===== src/hw/acs_consts.vh =====
// constants for the conversion sequencer
`ifndef ACS_CONSTS_VH
`define ACS_CONSTS_VH
// ----------------------------------------
// register byte offsets
// ----------------------------------------
`define ACS_OFF_RES_HIGH 8'h00
`define ACS_OFF_RES_LOW 8'h04
`define ACS_OFF_CTL_ZERO 8'h08
`define ACS_OFF_CTL_ONE 8'h0C
`define ACS_OFF_CTL_TWO 8'h10
`define ACS_OFF_FLAG 8'h14
`define ACS_OFF_ENABLE 8'h18
`define ACS_OFF_PRIORITY 8'h1C
// ----------------------------------------
// field positions
// ----------------------------------------
`define ACS_ON_BIT 0
`define ACS_GO_BIT 1
`define ACS_CHS_LO 2
`define ACS_CHS_HI 5
`define ACS_CFG_LO 0
`define ACS_CFG_HI 3
`define ACS_REF_LO 4
`define ACS_REF_HI 5
`define ACS_CS_LO 0
`define ACS_CS_HI 2
`define ACS_AQ_LO 3
`define ACS_AQ_HI 5
`define ACS_JUST_BIT 7
`define ACS_DONE_BIT 6
// ----------------------------------------
// reset values and codes
// ----------------------------------------
`define ACS_RST_CTL 8'h00
`define ACS_RST_PRIO 1'b1
`define ACS_TRIG_MODE 4'hB
`define ACS_SAR_FIRST 10'h200
// ----------------------------------------
// timing counts
// ----------------------------------------
`define ACS_INSTR_CLKS 3'h4
`define ACS_CONV_LAST 4'hA
`define ACS_RECOVER_TADS 5'h02
`define ACS_CNT_W 6
`endif


===== src/hw/acs_sequencer.v =====
// conversion sequencer: clock select, acquisition, SAR sequencing, registers
//
// Summary of operation
// RQ1: clock select picks 2..64 oscillator periods or RC
// RQ2: software keeps bit period above minimum
// RQ3: RC bit period comes from internal oscillator
// RQ4: analog pins read zero on port reads
// RQ5: channel and direction bits never gate sequencing
// RQ6: zero acquisition: start after one instruction cycle
// RQ7: acquisition code 010 samples four bit periods
// RQ8: clearing go/done aborts and discards conversion
// RQ9: abort leaves result registers unchanged
// RQ10: two bit periods wait, then sampling resumes
// RQ11: software enables converter before setting go
// RQ12: mode 1011 special event starts conversion
// RQ13: special event clears the period timer
// RQ14: converter off ignores event, timer still cleared
// RQ15: software selects channel, acquires before trigger
// RQ16: control zero: channel, go, on; resets zero
// RQ17: control one: reference and port config; resets zero
// RQ18: control two: justify and clock select
// RQ19: done flag, enable, priority at bit six
// RQ20: result registers hold through resets
// RQ21: completion clears go, flags, loads, resamples
// RQ22: conversion takes eleven bit periods
// RQ23: acquisition field bits five to three
// RQ24: reset turns converter off, aborts conversion
// RQ25: justify bit selects right or left placement
//
// The implementer's own choices: the APB interface to the registers and the placing of the registers.
`include "acs_consts.vh"

module acs_sequencer (
  // clock and reset
  input wire clk,
  input wire resetn,
  // apb slave
  input wire [7:0] paddr,
  input wire psel,
  input wire penable,
  input wire pwrite,
  input wire [31:0] pwdata,
  output reg [31:0] prdata,
  output wire pready,
  output wire pslverr,
  // analog core
  input wire rc_tick,
  input wire core_cmp_hi,
  output wire core_sampling,
  output wire core_converting,
  output wire [9:0] core_trial_code,
  output wire [3:0] core_channel,
  output wire [1:0] core_reference_config,
  // compare unit
  input wire [3:0] compare_unit_mode,
  input wire special_event,
  output reg period_timer_clear,
  // port pins
  input wire [15:0] port_pins_in,
  output reg [15:0] port_read_data,
  // interrupt controller
  output wire conv_done_flag,
  output wire conv_done_enable,
  output wire conv_done_priority
);

  // ----------------------------------------
  // states
  // ----------------------------------------
  localparam ST_SAMPLE = 3'h0;
  localparam ST_DELAY = 3'h1;
  localparam ST_ACQ = 3'h2;
  localparam ST_CONV = 3'h3;
  localparam ST_RECOVER = 3'h4;

  // ----------------------------------------
  // functions
  // ----------------------------------------
  // bit period in oscillator periods, minus one
  function [5:0] tad_div;
    input [2:0] sel;
    begin
      case (sel[1:0])
        2'h0: tad_div = sel[2] ? 6'h03 : 6'h01;
        2'h1: tad_div = sel[2] ? 6'h0F : 6'h07;
        2'h2: tad_div = sel[2] ? 6'h3F : 6'h1F;
        default: tad_div = 6'h00;
      endcase
    end
  endfunction

  // acquisition length in bit periods
  function [4:0] acq_tads;
    input [2:0] code;
    begin
      case (code)
        3'h1: acq_tads = 5'h02;
        3'h2: acq_tads = 5'h04;
        3'h3: acq_tads = 5'h06;
        3'h4: acq_tads = 5'h08;
        3'h5: acq_tads = 5'h0C;
        3'h6: acq_tads = 5'h10;
        3'h7: acq_tads = 5'h14;
        default: acq_tads = 5'h00;
      endcase
    end
  endfunction

  // pins set to analog by the port configuration
  function [15:0] analog_mask;
    input [3:0] cfg;
    integer i;
    begin
      analog_mask = 16'h0000;
      for (i = 0; i < 16; i = i + 1) begin
        if (i < 16 - cfg)
          analog_mask[i] = 1'b1;
      end
    end
  endfunction

  // ----------------------------------------
  // registers
  // ----------------------------------------
  reg [3:0] chan_q;
  reg go_q;
  reg on_q;
  reg [1:0] ref_q;
  reg [3:0] cfg_q;
  reg just_q;
  reg [2:0] acq_q;
  reg [2:0] cs_q;
  reg flag_q;
  reg en_q;
  reg prio_q;
  reg [7:0] res_hi_q;
  reg [7:0] res_lo_q;
  reg [2:0] state_q;
  reg [2:0] state_d;
  reg [5:0] div_q;
  reg [4:0] cnt_q;
  reg [2:0] icnt_q;
  reg [9:0] sar_q;

  // ----------------------------------------
  // apb decode
  // ----------------------------------------
  wire acc = psel & penable;
  wire wr = acc & pwrite;
  wire mapped = (paddr == `ACS_OFF_RES_HIGH) | (paddr == `ACS_OFF_RES_LOW) |
                (paddr == `ACS_OFF_CTL_ZERO) | (paddr == `ACS_OFF_CTL_ONE) |
                (paddr == `ACS_OFF_CTL_TWO) | (paddr == `ACS_OFF_FLAG) |
                (paddr == `ACS_OFF_ENABLE) | (paddr == `ACS_OFF_PRIORITY);
  wire wr_res_hi = wr & (paddr == `ACS_OFF_RES_HIGH);
  wire wr_res_lo = wr & (paddr == `ACS_OFF_RES_LOW);
  wire wr_ctl0 = wr & (paddr == `ACS_OFF_CTL_ZERO);
  wire wr_ctl1 = wr & (paddr == `ACS_OFF_CTL_ONE);
  wire wr_ctl2 = wr & (paddr == `ACS_OFF_CTL_TWO);
  wire wr_flag = wr & (paddr == `ACS_OFF_FLAG);
  wire wr_en = wr & (paddr == `ACS_OFF_ENABLE);
  wire wr_prio = wr & (paddr == `ACS_OFF_PRIORITY);

  assign pready = 1'b1;
  assign pslverr = acc & ~mapped;

  always @* begin
    prdata = 32'h0000_0000;
    case (paddr)
      `ACS_OFF_RES_HIGH: prdata[7:0] = res_hi_q;
      `ACS_OFF_RES_LOW: prdata[7:0] = res_lo_q;
      `ACS_OFF_CTL_ZERO: prdata[7:0] = {2'h0, chan_q, go_q, on_q};
      `ACS_OFF_CTL_ONE: prdata[7:0] = {2'h0, ref_q, cfg_q};
      `ACS_OFF_CTL_TWO: prdata[7:0] = {just_q, 1'b0, acq_q, cs_q};
      `ACS_OFF_FLAG: prdata[`ACS_DONE_BIT] = flag_q;
      `ACS_OFF_ENABLE: prdata[`ACS_DONE_BIT] = en_q;
      `ACS_OFF_PRIORITY: prdata[`ACS_DONE_BIT] = prio_q;
      default: prdata = 32'h0000_0000;
    endcase
  end

  // ----------------------------------------
  // trigger and sequencing events
  // ----------------------------------------
  wire trig_evt = special_event & (compare_unit_mode == `ACS_TRIG_MODE);
  wire trig_go = trig_evt & on_q; // see RQ12 see RQ14
  // go is only honoured once the converter was already on
  wire sw_go = wr_ctl0 & pwdata[`ACS_GO_BIT] & on_q; // see RQ11
  wire sw_stop = wr_ctl0 & ~pwdata[`ACS_GO_BIT];
  wire busy = (state_q == ST_DELAY) | (state_q == ST_ACQ) | (state_q == ST_CONV);
  // converter switched off also aborts
  wire turn_off = wr_ctl0 & ~pwdata[`ACS_ON_BIT];
  wire abort = busy & ~trig_go & (sw_stop | turn_off); // see RQ8

  // bit period tick; divider restarts on every state change
  wire rc_sel = (cs_q[1:0] == 2'h3); // see RQ3
  wire div_tick = (div_q == tad_div(cs_q)); // see RQ1
  wire tad_tick = rc_sel ? rc_tick : div_tick;
  wire conv_done = (state_q == ST_CONV) & tad_tick & (cnt_q[3:0] == `ACS_CONV_LAST);
  // SAR decision applied to the trial code
  wire [9:0] resolved = core_cmp_hi ? sar_q :
                        (sar_q & ~(10'h001 << (4'h9 - (cnt_q[3:0] - 4'h1))));
  wire [9:0] next_trial = resolved | ((10'h001 << (4'h9 - cnt_q[3:0])) &
                          {10{cnt_q[3:0] != `ACS_CONV_LAST}});

  // ----------------------------------------
  // control registers
  // ----------------------------------------
  always @(posedge clk) begin
    if (!resetn) begin // see RQ24
      chan_q <= 4'h0;
      on_q <= 1'b0;
      ref_q <= 2'h0;
      cfg_q <= 4'h0; // see RQ17
      just_q <= 1'b0;
      acq_q <= 3'h0; // see RQ23
      cs_q <= 3'h0; // see RQ18
      en_q <= 1'b0;
      prio_q <= `ACS_RST_PRIO; // see RQ19
    end else begin
      if (wr_ctl0) begin // see RQ16
        chan_q <= pwdata[`ACS_CHS_HI:`ACS_CHS_LO];
        on_q <= pwdata[`ACS_ON_BIT];
      end
      if (wr_ctl1) begin
        ref_q <= pwdata[`ACS_REF_HI:`ACS_REF_LO];
        cfg_q <= pwdata[`ACS_CFG_HI:`ACS_CFG_LO];
      end
      if (wr_ctl2) begin
        just_q <= pwdata[`ACS_JUST_BIT];
        acq_q <= pwdata[`ACS_AQ_HI:`ACS_AQ_LO];
        cs_q <= pwdata[`ACS_CS_HI:`ACS_CS_LO];
      end
      if (wr_en)
        en_q <= pwdata[`ACS_DONE_BIT];
      if (wr_prio)
        prio_q <= pwdata[`ACS_DONE_BIT];
    end
  end

  // ----------------------------------------
  // go/done and done flag
  // ----------------------------------------
  always @(posedge clk) begin
    if (!resetn) begin
      go_q <= 1'b0;
      flag_q <= 1'b0;
    end else begin
      // trigger set wins over software clear
      if (trig_go | sw_go)
        go_q <= 1'b1;
      else if (conv_done) // see RQ21
        go_q <= 1'b0;
      else if (wr_ctl0)
        go_q <= 1'b0; // clear, or go refused while converter was off
      // completion set wins over software clear
      if (conv_done)
        flag_q <= 1'b1; // see RQ19
      else if (wr_flag)
        flag_q <= pwdata[`ACS_DONE_BIT];
    end
  end

  // ----------------------------------------
  // result registers: no reset at all
  // ----------------------------------------
  always @(posedge clk) begin // see RQ20
    if (conv_done) begin // see RQ9 see RQ25
      res_hi_q <= just_q ? {6'h00, next_trial[9:8]} : next_trial[9:2];
      res_lo_q <= just_q ? next_trial[7:0] : {next_trial[1:0], 6'h00};
    end else begin
      if (wr_res_hi)
        res_hi_q <= pwdata[7:0];
      if (wr_res_lo)
        res_lo_q <= pwdata[7:0];
    end
  end

  // ----------------------------------------
  // sequencer state machine
  // ----------------------------------------
  always @* begin
    state_d = state_q;
    case (state_q)
      ST_SAMPLE: begin
        // channel and pin direction take no part here
        if (go_q & on_q) // see RQ5
          state_d = (acq_q == 3'h0) ? ST_DELAY : ST_ACQ;
      end
      ST_DELAY: begin
        if (icnt_q == `ACS_INSTR_CLKS - 3'h1) // see RQ6
          state_d = ST_CONV;
      end
      ST_ACQ: begin
        if (tad_tick & (cnt_q == acq_tads(acq_q) - 5'h01)) // see RQ7
          state_d = ST_CONV;
      end
      ST_CONV: begin
        if (conv_done) // see RQ22
          state_d = ST_RECOVER;
      end
      ST_RECOVER: begin
        if (tad_tick & (cnt_q == `ACS_RECOVER_TADS - 5'h01)) // see RQ10
          state_d = ST_SAMPLE;
      end
      default: state_d = ST_SAMPLE;
    endcase
    if (abort)
      state_d = ST_RECOVER;
  end

  always @(posedge clk) begin
    if (!resetn) begin
      state_q <= ST_SAMPLE;
      div_q <= 6'h00;
      cnt_q <= 5'h00;
      icnt_q <= 3'h0;
      sar_q <= 10'h000;
    end else begin
      state_q <= state_d;
      if ((state_d != state_q) | div_tick)
        div_q <= 6'h00;
      else
        div_q <= div_q + 6'h01;
      if (state_d != state_q)
        cnt_q <= 5'h00;
      else if (tad_tick)
        cnt_q <= cnt_q + 5'h01;
      icnt_q <= (state_q == ST_DELAY) ? icnt_q + 3'h1 : 3'h0;
      // partial code is dropped on abort
      if (state_q != ST_CONV)
        sar_q <= `ACS_SAR_FIRST;
      else if (tad_tick & (cnt_q != 5'h00) & ~conv_done)
        sar_q <= next_trial;
    end
  end

  // ----------------------------------------
  // analog core and pin side
  // ----------------------------------------
  assign core_sampling = on_q & ~(state_q == ST_CONV) & ~(state_q == ST_RECOVER);
  assign core_converting = (state_q == ST_CONV);
  assign core_trial_code = sar_q;
  assign core_channel = chan_q;
  assign core_reference_config = ref_q;
  assign conv_done_flag = flag_q;
  assign conv_done_enable = en_q;
  assign conv_done_priority = prio_q;

  always @(posedge clk) begin
    if (!resetn) begin
      period_timer_clear <= 1'b0;
      port_read_data <= 16'h0000;
    end else begin
      period_timer_clear <= trig_evt; // see RQ13 see RQ14
      port_read_data <= port_pins_in & ~analog_mask(cfg_q); // see RQ4
    end
  end

endmodule


===== config.mk =====
export PLATFORM = sky130hd
export DESIGN_NAME = acs_sequencer
export DESIGN_NICKNAME = d
export VERILOG_FILES = /design/src/hw/acs_sequencer.v
export VERILOG_INCLUDE_DIRS = /design/src /design/src/hw
export SDC_FILE = /design/constraint.sdc
export NUM_CORES = 1
export LEC_CHECK = 0
export ABC_AREA = 1
export BUFFER_PORTS_ARGS = -buffer_cell sky130_fd_sc_hd__buf_4
export CAP_MARGIN = 20
export CELL_PAD_IN_SITES_DETAIL_PLACEMENT = 1
export CELL_PAD_IN_SITES_GLOBAL_PLACEMENT = 2
export CORE_ASPECT_RATIO = 1.75
export CORE_MARGIN = 1.5
export CORE_UTILIZATION = 26
export CTS_CLUSTER_DIAMETER = 100
export DETAILED_ROUTE_END_ITERATION = 10
export PLACE_DENSITY = 0.84
export SETUP_SLACK_MARGIN = 0.2
export SLEW_MARGIN = 0
export SYNTH_ARGS = -nofsm -noshare
export SYNTH_HDL_FRONTEND = slang
export SYNTH_SLANG_ARGS = --single-unit

===== constraint.sdc =====
create_clock -name clk -period 2.7 [get_ports clk]
set_input_delay 0.81 -clock clk [delete_from_list [all_inputs] [get_ports clk]]
set_output_delay 0.81 -clock clk [all_outputs]
set_load 0.02 [all_outputs]

==> Yosys cells after proc, flatten, opt, wreduce, memory -nomap -nowiden <==
Index checks and enable logic that the tools add are counted.
{ "totals": {"ff_bits": 82} }
{ "op_classes": {"magnitude_cmp": 16, "shifts": 2, "n_eq_ne": 30, "add_sub_neg": 8, "bitwise": 54, "mux": 64, "reduce_logical": 14} }
{ "ops": {"columns": ["cell", "n"], "rows": [
  ["4-bit by 32-bit less-than comparator with 1-bit output, first input constant", 8],
  ["3-bit by 32-bit less-than comparator with 1-bit output, first input constant", 4],
  ["1-bit by 32-bit less-than comparator with 1-bit output, first input constant", 2],
  ["2-bit by 32-bit less-than comparator with 1-bit output, first input constant", 2],
  ["8-bit two-way mux", 6],
  ["1-bit two-way mux", 38],
  ["5-bit case mux with 7 select lines", 1],
  ["8-bit by 5-bit == test with 1-bit output, second input constant", 4],
  ["10-bit two-way mux", 3],
  ["6-bit case mux with 5 select lines", 1],
  ["1-bit bitwise AND", 28],
  ["10-bit bitwise AND", 2],
  ["1-bit by 4-bit << shifter with 10-bit output, first input constant", 2],
  ["3-bit two-way mux", 6],
  ["6-bit case mux with 3 select lines", 1],
  ["16-bit bitwise AND", 1],
  ["8-bit by 4-bit == test with 1-bit output, second input constant", 2],
  ["16-bit NOT", 1],
  ["3-bit by 2-bit == test with 1-bit output, second input constant", 5],
  ["3-bit == test, second input constant", 5],
  ["3-bit case mux with 5 select lines", 1],
  ["1-bit OR", 12],
  ["10-bit NOT", 1],
  ["10-bit OR", 1],
  ["other kinds (33)", 51]
]} }

==> Logic depth before layout (Yosys ltp) <==
Gate-level depths: netlist of the first run.
{ "logic_depth": {"ltp_word": 12, "ltp_mapped": 19, "mapped_depth_nobuf": 19} }

==> Worst setup path before layout of the first run <==
No wires, ideal clock.
{ "synth_timing": {"path_kind": "input -> output", "start": "input paddr[7]", "end": "output pslverr", "required_time_ns": 1.890, "stages": 5, "arrival_time_ns": 2.233, "slack_ns": -0.343, "cell_sequence": "or2_4 nor3_2 inv_1 nor2_1 a2111oi_0"} }
{ "synth_between": {"elab_chain_cells": 10, "elab_cells_between_ends": 17} }
{ "synth_rtl": {"columns": ["element", "line", "rtl"], "rows": [
  ["from (decl)", "acs_sequencer.v:38", "input wire [7:0] paddr,"],
  ["8-bit by 3-bit == test with 1-bit output / 8-bit zero test (equally long branches)", null, null],
  ["1-bit OR (6 in a row)", "acs_sequencer.v:150", "wire mapped = (paddr == `ACS_OFF_RES_HIGH) | (paddr == `ACS_OFF_RES_LOW) |"],
  ["1-bit OR *", "acs_sequencer.v:150", null],
  ["1-bit NOT *", "acs_sequencer.v:164", "assign pslverr = acc & ~mapped;"],
  ["1-bit bitwise AND *", "acs_sequencer.v:164", null],
  ["to (decl)", "acs_sequencer.v:45", "output wire pslverr,"]
]} }
Every way passes the cells marked *; elsewhere a longest branch is shown, timed or not.

==> Worst setup path after layout of the first run <==
{ "layout_timing": {"start": "input paddr[7]", "end": "output prdata[0]"} }
{ "layout_between": {"elab_chain_cells": 2, "elab_cells_between_ends": 6} }
{ "layout_rtl": {"columns": ["element", "line", "rtl"], "rows": [
  ["8-bit by 5-bit == test with 1-bit output (tied with other cells)", "acs_sequencer.v:168", "case (paddr)"],
  ["6-bit case mux with 5 select lines *", "acs_sequencer.v:168", null],
  ["to (decl)", "acs_sequencer.v:43", "output reg [31:0] prdata,"]
]} }
Marked as above.

==> run_results.csv, run 1 <==
group,metric,value,unit
cells_and_area,stdcell_area,6310,um^2
floorplanning,pin_count,140,
synthesis,synth_xor_area_frac,0.0282,
status,status,"complete, but fails checks",
pwr,total_power,2.93,mW
synthesis,yosys.area.top_type,"dfxtp_1",
synthesis,synth_top_family_by_area,"simple AND/OR/NAND/NOR gates",
cells_and_area,finalNetCount,827,
clock_network,clock_path_buffers,2,
clock_network,htreeDepth,3,
placement,dp_slack,-0.335,ns
synthesis,synth_area_leaders,"dfxtp_1 28%, edfxtp_1 10%, nand2_1 9.0%",
synthesis,syn_area,4660,um^2
worst_setup_path,end_kind,"primary output",
sta,worst_slew_pin_slew,0.579,ns
floorplanning,start_util,0.266,
clock_network,clk_pin_slew,0.07,ns
global_route,grt_antenna_before_repair,0,
global_route,grt-ovfl-total,0,
flow_run,maxCapViolations,0,
worst_setup_path,worstSetupPathType,"input pin to primary output",
synthesis,synth_common_cells,"112 x nand2_1, 73 x inv_1, 66 x dfxtp_1, 66 x o21ai_0, 64 x nor2_1",
global_route,grt_pass1_wl,23900,um
clock_network,cts_buffers,9,
sta,period_needed,2.97,ns
hold_path,hp-class,"flop to flop",
floorplanning,die_w,104,um
synthesis,avgSynthCellArea,7.61,um^2
synthesis,synth_cells,612,
cells_and_area,final_core_util,0.360,
sta,hold_viol,0,
worst_setup_path,startpoint_type,"input pin",
cells_and_area,multiInputGateArea,2550,um^2
cells_and_area,antenna_cells,0,
floorplanning,core,17500,um^2
clock_network,clockRootBuffer,"clkbuf_16",
status,violations,"setup timing",
sta,fmax,0.337,GHz
clock_network,cts_sinks,82,
global_route,grt_start_max_net_pins,17,
routing,post_drt_wl_per_cell,15.1,um
synthesis,ys_warn_count,0,
sta,setup_tns,-1.86,ns
placement,portBuffers,90,
sta,max-slew-margin-rel,0.613,
sta,finClkSkew,0.0113,ns
floorplanning,fp.dieH,180,um
synthesis,synth-compound-area-share,0.155,
synthesis,synth_most_common_cell,"nand2_1",
synthesis,ys_types,44,
worst_setup_path,crit_arrival,2.16,ns
cells_and_area,fillers,2118,
synthesis,synth_adder_area_share,0.0537,
global_route,grt_pass1_vias,4588,
pwr,peakVddDrop,0.311,mV
placement,dpl_cell_area,5760,um^2
pwr,leakage,2.67,nW
routing,via_per_inst,4.58,
placement,post-dp-hpwl,11800,um
worst_setup_path,required,1.89,ns
synthesis,synth_edf_count,16,
synthesis,synth_top_area_frac,0.284,
synthesis,yosysSeqAreaShare,0.387,
synthesis,async_flop_share,0,
sta,min_period_over_period,1.10,
floorplanning,dieArea,18800,um^2
floorplanning,rows,64,
synthesis,muxShareOfSynthArea,0.00645,
cells_and_area,ff_latch_area,1800,um^2
pwr,power_density,465,nW/um^2
synthesis,synthSimpleGateAreaFrac,0.250,
clock_network,cts_tree,"done",
placement,gp_congestion,0.867,
routing,vias,4461,
routing,drc,0,
routing,drtIter0Drc,106,
synthesis,ys_seq_elements,82,
sta,finalWorstSetupSlack,-0.268,ns
synthesis,synth-main-ff-cell,"dfxtp_1",
cells_and_area,area_growth_syn_to_layout,35.4,%
sta,drv_slew,0,
worst_setup_path,worst-path-max-fanout,4,
clock_network,clk-insertion-delay-late,0.35,ns
sta,rsz0062_at_grt,"true",
cells_and_area,drive_above_1_share,0.286,
global_route,groute.usage.overall,0.160,
routing,ant_nets,0,
routing,first_pass_iters,4,
sta,setup_viol,8,
routing,routed_wl,14800,um
==> sequential cells by signal, indices dropped and copies added (netlist names), 2 cells and up <==
| register | flops |
|---|---|
| acq_q | 3 |
| cfg_q | 4 |
| cnt_q | 5 |
| core_channel | 4 |
| core_reference_config | 2 |
| core_trial_code | 10 |
| cs_q | 3 |
| div_q | 6 |
| icnt_q | 3 |
| port_read_data | 16 |
| res_hi_q | 8 |
| res_lo_q | 8 |
| state_q | 3 |
==> per-stage QoR <==
step           hold WS (ns)  cells
2_1_floorplan         0.399    635
3_3_place_gp          0.408    952
3_5_place_dp          0.417    952
4_1_cts               0.427    974
5_1_grt               0.440    975
6_report              0.425    975
==> cell families (layout without fill, tap and decap cells) <==
logic type               after synthesis  after routing
AND/OR/NAND/NOR                      251            251
multiplexers                           3              3
flip-flops                            82             82
adder cells (fa/ha/maj)               20             20
other                                  2             25
buffers and inverters                117            226
XOR/XNOR                              15             15
AO/OA/AOI/OAI                        122            122
==> placed cells by master (no fill, tap or decap), types with 4 or more instances in the layout <==
cell type | synthesis | routed
inv_1 | 73 | 65
nor2_4 | 2 | 5
o31ai_1 | 4 | 4
nor2_1 | 64 | 59
nand2_1 | 112 | 104
nor2_2 | 9 | 11
conb_1 | 2 | 25
a22oi_1 | 4 | 4
a221oi_1 | 7 | 4
inv_2 | 4 | 10
nand4_1 | 5 | 5
a211oi_1 | 6 | 6
o21ai_0 | 66 | 62
buf_6 | 1 | 14
nand3_1 | 30 | 28
xor2_1 | 11 | 11
a21oi_1 | 21 | 21
nor3_1 | 10 | 8
ha_1 | 20 | 20
edfxtp_1 | 16 | 16
nor3_4 | 2 | 4
buf_4 | 28 | 116
nand2_2 | 4 | 11
dfxtp_1 | 66 | 66
a31oi_1 | 4 | 4
clkbuf_16 | 0 | 9
xnor2_1 | 4 | 4
==> layout make-up <==
cell class | count | share of cell area
Sequential cell | 82 | 0.286
Clock buffer | 10 | 0.0379
Tap cell | 231 | 0.0458
Inverter | 79 | 0.0480
Timing Repair Buffer | 131 | 0.166
Clock inverter | 6 | 0.0115
Multi-Input combinational cell | 436 | 0.405
==> critical path: stages <==
cell	delay, ns
buf_6	0.09
or2_4	0.26
nor3_4	0.16
inv_2	0.07
nor3_4	0.23
inv_2	0.11
o22ai_2	0.13
a221oi_2	0.06
o21ai_2	0.09
buf_6	0.14
==> power breakdown <==
| part | internal, mW | switching (mW) | leakage [nW] |
|---|---|---|---|
| Clock | 0.752 | 0.541 | 0.150 |
| Sequential | 1.26 | 0.0158 | 0.676 |
| Combinational | 0.136 | 0.231 | 1.85 |
| Total | 2.15 | 0.788 | 2.67 |
==> timing repair <==
item                                    in CTS  in global routing
hold buffers                                 0                  0
gates resized for setup                     26                 24
pin swaps                                    3                  5
setup buffers                                6                  1
endpoints found under the setup margin      15                 50
==> worst paths after layout <==
| kind | from | end | slack [ns] | cells after the start |
|---|---|---|---|---|
| worst max-delay path | paddr[7] | prdata[0] | -0.27 | 10 |
| worst max register to register | cs_q[0] | div_q[1] | 0.31 | 18 |
| worst min register to register | icnt_q[0] | icnt_q[0] | 0.43 | 1 |
| worst min-delay path | icnt_q[0] | icnt_q[0] | 0.43 | 1 |
==> per-layer routing <==
| metal | wire [um] | vias up | track usage |
|---|---|---|---|
| met5 | 0 | - | 0 |
| met2 | 8630 | 87 | 0.325 |
| met1 | 5300 | 2125 | 0.159 |
| li1 | - | 2221 | - |
| met3 | 363 | 28 | 0.0199 |
| met4 | 476 | 0 | 0.0678 |
No activity file was read; power rests on OpenSTA's default activity.
==> run 2, diff against run 1 <==
--- a/config.mk
+++ b/config.mk
@@ -22,3 +22,4 @@
 export SYNTH_ARGS = -nofsm -noshare
 export SYNTH_HDL_FRONTEND = slang
 export SYNTH_SLANG_ARGS = --single-unit
+export TNS_END_PERCENT = 5
==> run_results.csv, run 2 (same netlist as run 1, synthesis figures left out) <==
group,metric,value,unit
status,status,"complete, but fails checks",
status,violations,"setup timing",
floorplanning,dieArea,18800,um^2
pwr,leakage,2.60,nW
clock_network,postCtsSetupBuffers,0,
sta,period_needed,2.97,ns
hold_path,hp-start,"icnt_q[0]",
pwr,power_density,461,nW/um^2
clock_network,cts_hold_buf,0,
placement,gp_congestion,0.913,
global_route,grt_antenna_before_repair,0,
cells_and_area,drive_above_1_share,0.258,
clock_network,cts_tree,"done",
sta,hold_viol,0,
worst_setup_path,worst-path-max-fanout,6,
hold_path,hp-class,"flop to flop",
routing,vias,4473,
sta,drv_slew,0,
clock_network,clk_pin_slew,0.06,ns
global_route,groute.usage.overall,0.158,
floorplanning,start_util,0.266,
worst_setup_path,startpoint_type,"input pin",
clock_network,cts_sinks,82,
cells_and_area,largest_reg_flops,16,
routing,drtIter0Drc,135,
clock_network,clk-insertion-delay-late,0.34,ns
routing,ant_nets,0,
cells_and_area,area_growth_syn_to_layout,30.8,%
cells_and_area,antenna_cells,0,
sta,finClkSkew,0.00850,ns
worst_setup_path,required,1.89,ns
flow_run,maxCapViolations,0,
worst_setup_path,end_kind,"primary output",
sta,worst_slew_pin_slew,0.584,ns
worst_setup_path,r2r_cells,18,
routing,via_per_inst,4.60,
worst_setup_path,worstSetupPathType,"input pin to primary output",
floorplanning,core,17500,um^2
global_route,grt_start_max_net_pins,24,
clock_network,clock_path_buffers,2,
clock_network,htreeDepth,3,
global_route,grt_pass1_wl,23500,um
worst_setup_path,cp_num_buf_inv,4,
sta,finalWorstSetupSlack,-0.274,ns
cells_and_area,fillers,2143,
worst_setup_path,slowest_delay,0.26,ns
cells_and_area,ff_latch_area,1800,um^2
cells_and_area,multiInputGateArea,2450,um^2
cells_and_area,final_common_cell,"buf_4",
floorplanning,die_w,104,um
worst_setup_path,r2r_start,"cs_q[0]",
floorplanning,fp.dieH,180,um
hold_path,min_to,"icnt_q[0]",
cells_and_area,final_cell_mix,"126 x buf_4, 111 x nand2_1, 68 x inv_1, 66 x dfxtp_1, 64 x o21ai_0",
sta,fmax,0.336,GHz
placement,post-dp-hpwl,12100,um
worst_setup_path,slowest_stage,"or2_4",
global_route,grt-ovfl-total,0,
worst_setup_path,rrSetupSlack,0.28,ns
worst_setup_path,crit_path_cell_trace,"buf_4 > or2_4 > nor3_4 > inv_2 > nor2_2 > inv_2 > o22ai_2 > a221oi_1 > o21ai_2 > buf_4",
sta,rsz0062_at_grt,"true",
worst_setup_path,worstReg2RegEnd,"div_q[2]",
routing,drc,0,
worst_setup_path,crit_arrival,2.16,ns
clock_network,cts_buffers,9,
sta,setup_tns,-1.61,ns
clock_network,clockRootBuffer,"clkbuf_16",
placement,portBuffers,90,
floorplanning,pin_count,140,
cells_and_area,finalNetCount,824,
pwr,total_power,2.81,mW
floorplanning,rows,64,
hold_path,hold_path_depth,1,
sta,setup_viol,8,
global_route,grt_pass1_vias,4628,
pwr,peakVddDrop,0.321,mV
worst_setup_path,cp_top_family,"simple AND/OR/NAND/NOR gates",
routing,post_drt_wl_per_cell,15.0,um
routing,first_pass_iters,4,
sta,min_period_over_period,1.10,
routing,routed_wl,14600,um
sta,max-slew-margin-rel,0.609,
cells_and_area,regMostFlops,"port_read_data",
==> run 2: stage by stage <==
step	hold WS (ns)	instance area, um^2	utilization	std cells	setup WS [ns]
2_1_floorplan	0.399	4770	-	635	-0.0786
3_3_place_gp	0.408	5770	0.329	956	-0.293
3_5_place_dp	0.412	5770	0.329	956	-0.317
4_1_cts	0.427	6080	0.347	972	-0.278
5_1_grt	0.452	6090	0.347	972	-0.367
6_report	0.420	6090	0.347	972	-0.274
==> run 2: cell type report <==
class	instances	share of cell area
Clock buffer	10	0.0376
Multi-Input combinational cell	436	0.402
Clock inverter	6	0.00780
Inverter	79	0.0487
Sequential cell	82	0.296
Timing Repair Buffer	128	0.160
Tap cell	231	0.0474
==> run 2: layer usage <==
layer / up-vias / share of wire / global-route usage
li1: 2213 / - / -
met1: 2142 / 0.35 / 0.150
met2: 93 / 0.60 / 0.328
met3: 25 / 0.023 / 0.0192
met4: 0 / 0.029 / 0.0694
met5: - / 0 / 0
==> run 2: worst max-delay path by stage <==
stage	from	to	slack [ns]	depth (start not counted)
6_report	paddr[7]	prdata[0]	-0.27	10
5_1_grt	paddr[7]	prdata[4]	-0.37	11
4_1_cts	paddr[7]	prdata[4]	-0.28	11
3_5_place_dp	paddr[7]	prdata[0]	-0.32	10
3_3_place_gp	paddr[7]	prdata[4]	-0.29	11
2_1_floorplan	paddr[7]	prdata[3]	-0.08	8
==> run 2: timing repair <==
action	in CTS	in global routing
resized for setup	12	4
pin swaps	8	6
endpoints found under the setup margin	20	28
==> run 2: power breakdown <==
part / leakage [nW] / switching [mW] / internal [mW] / total, mW
Combinational: 1.79 / 0.231 / 0.132 / 0.363
Sequential: 0.676 / 0.0164 / 1.26 / 1.27
Clock: 0.130 / 0.534 / 0.634 / 1.17
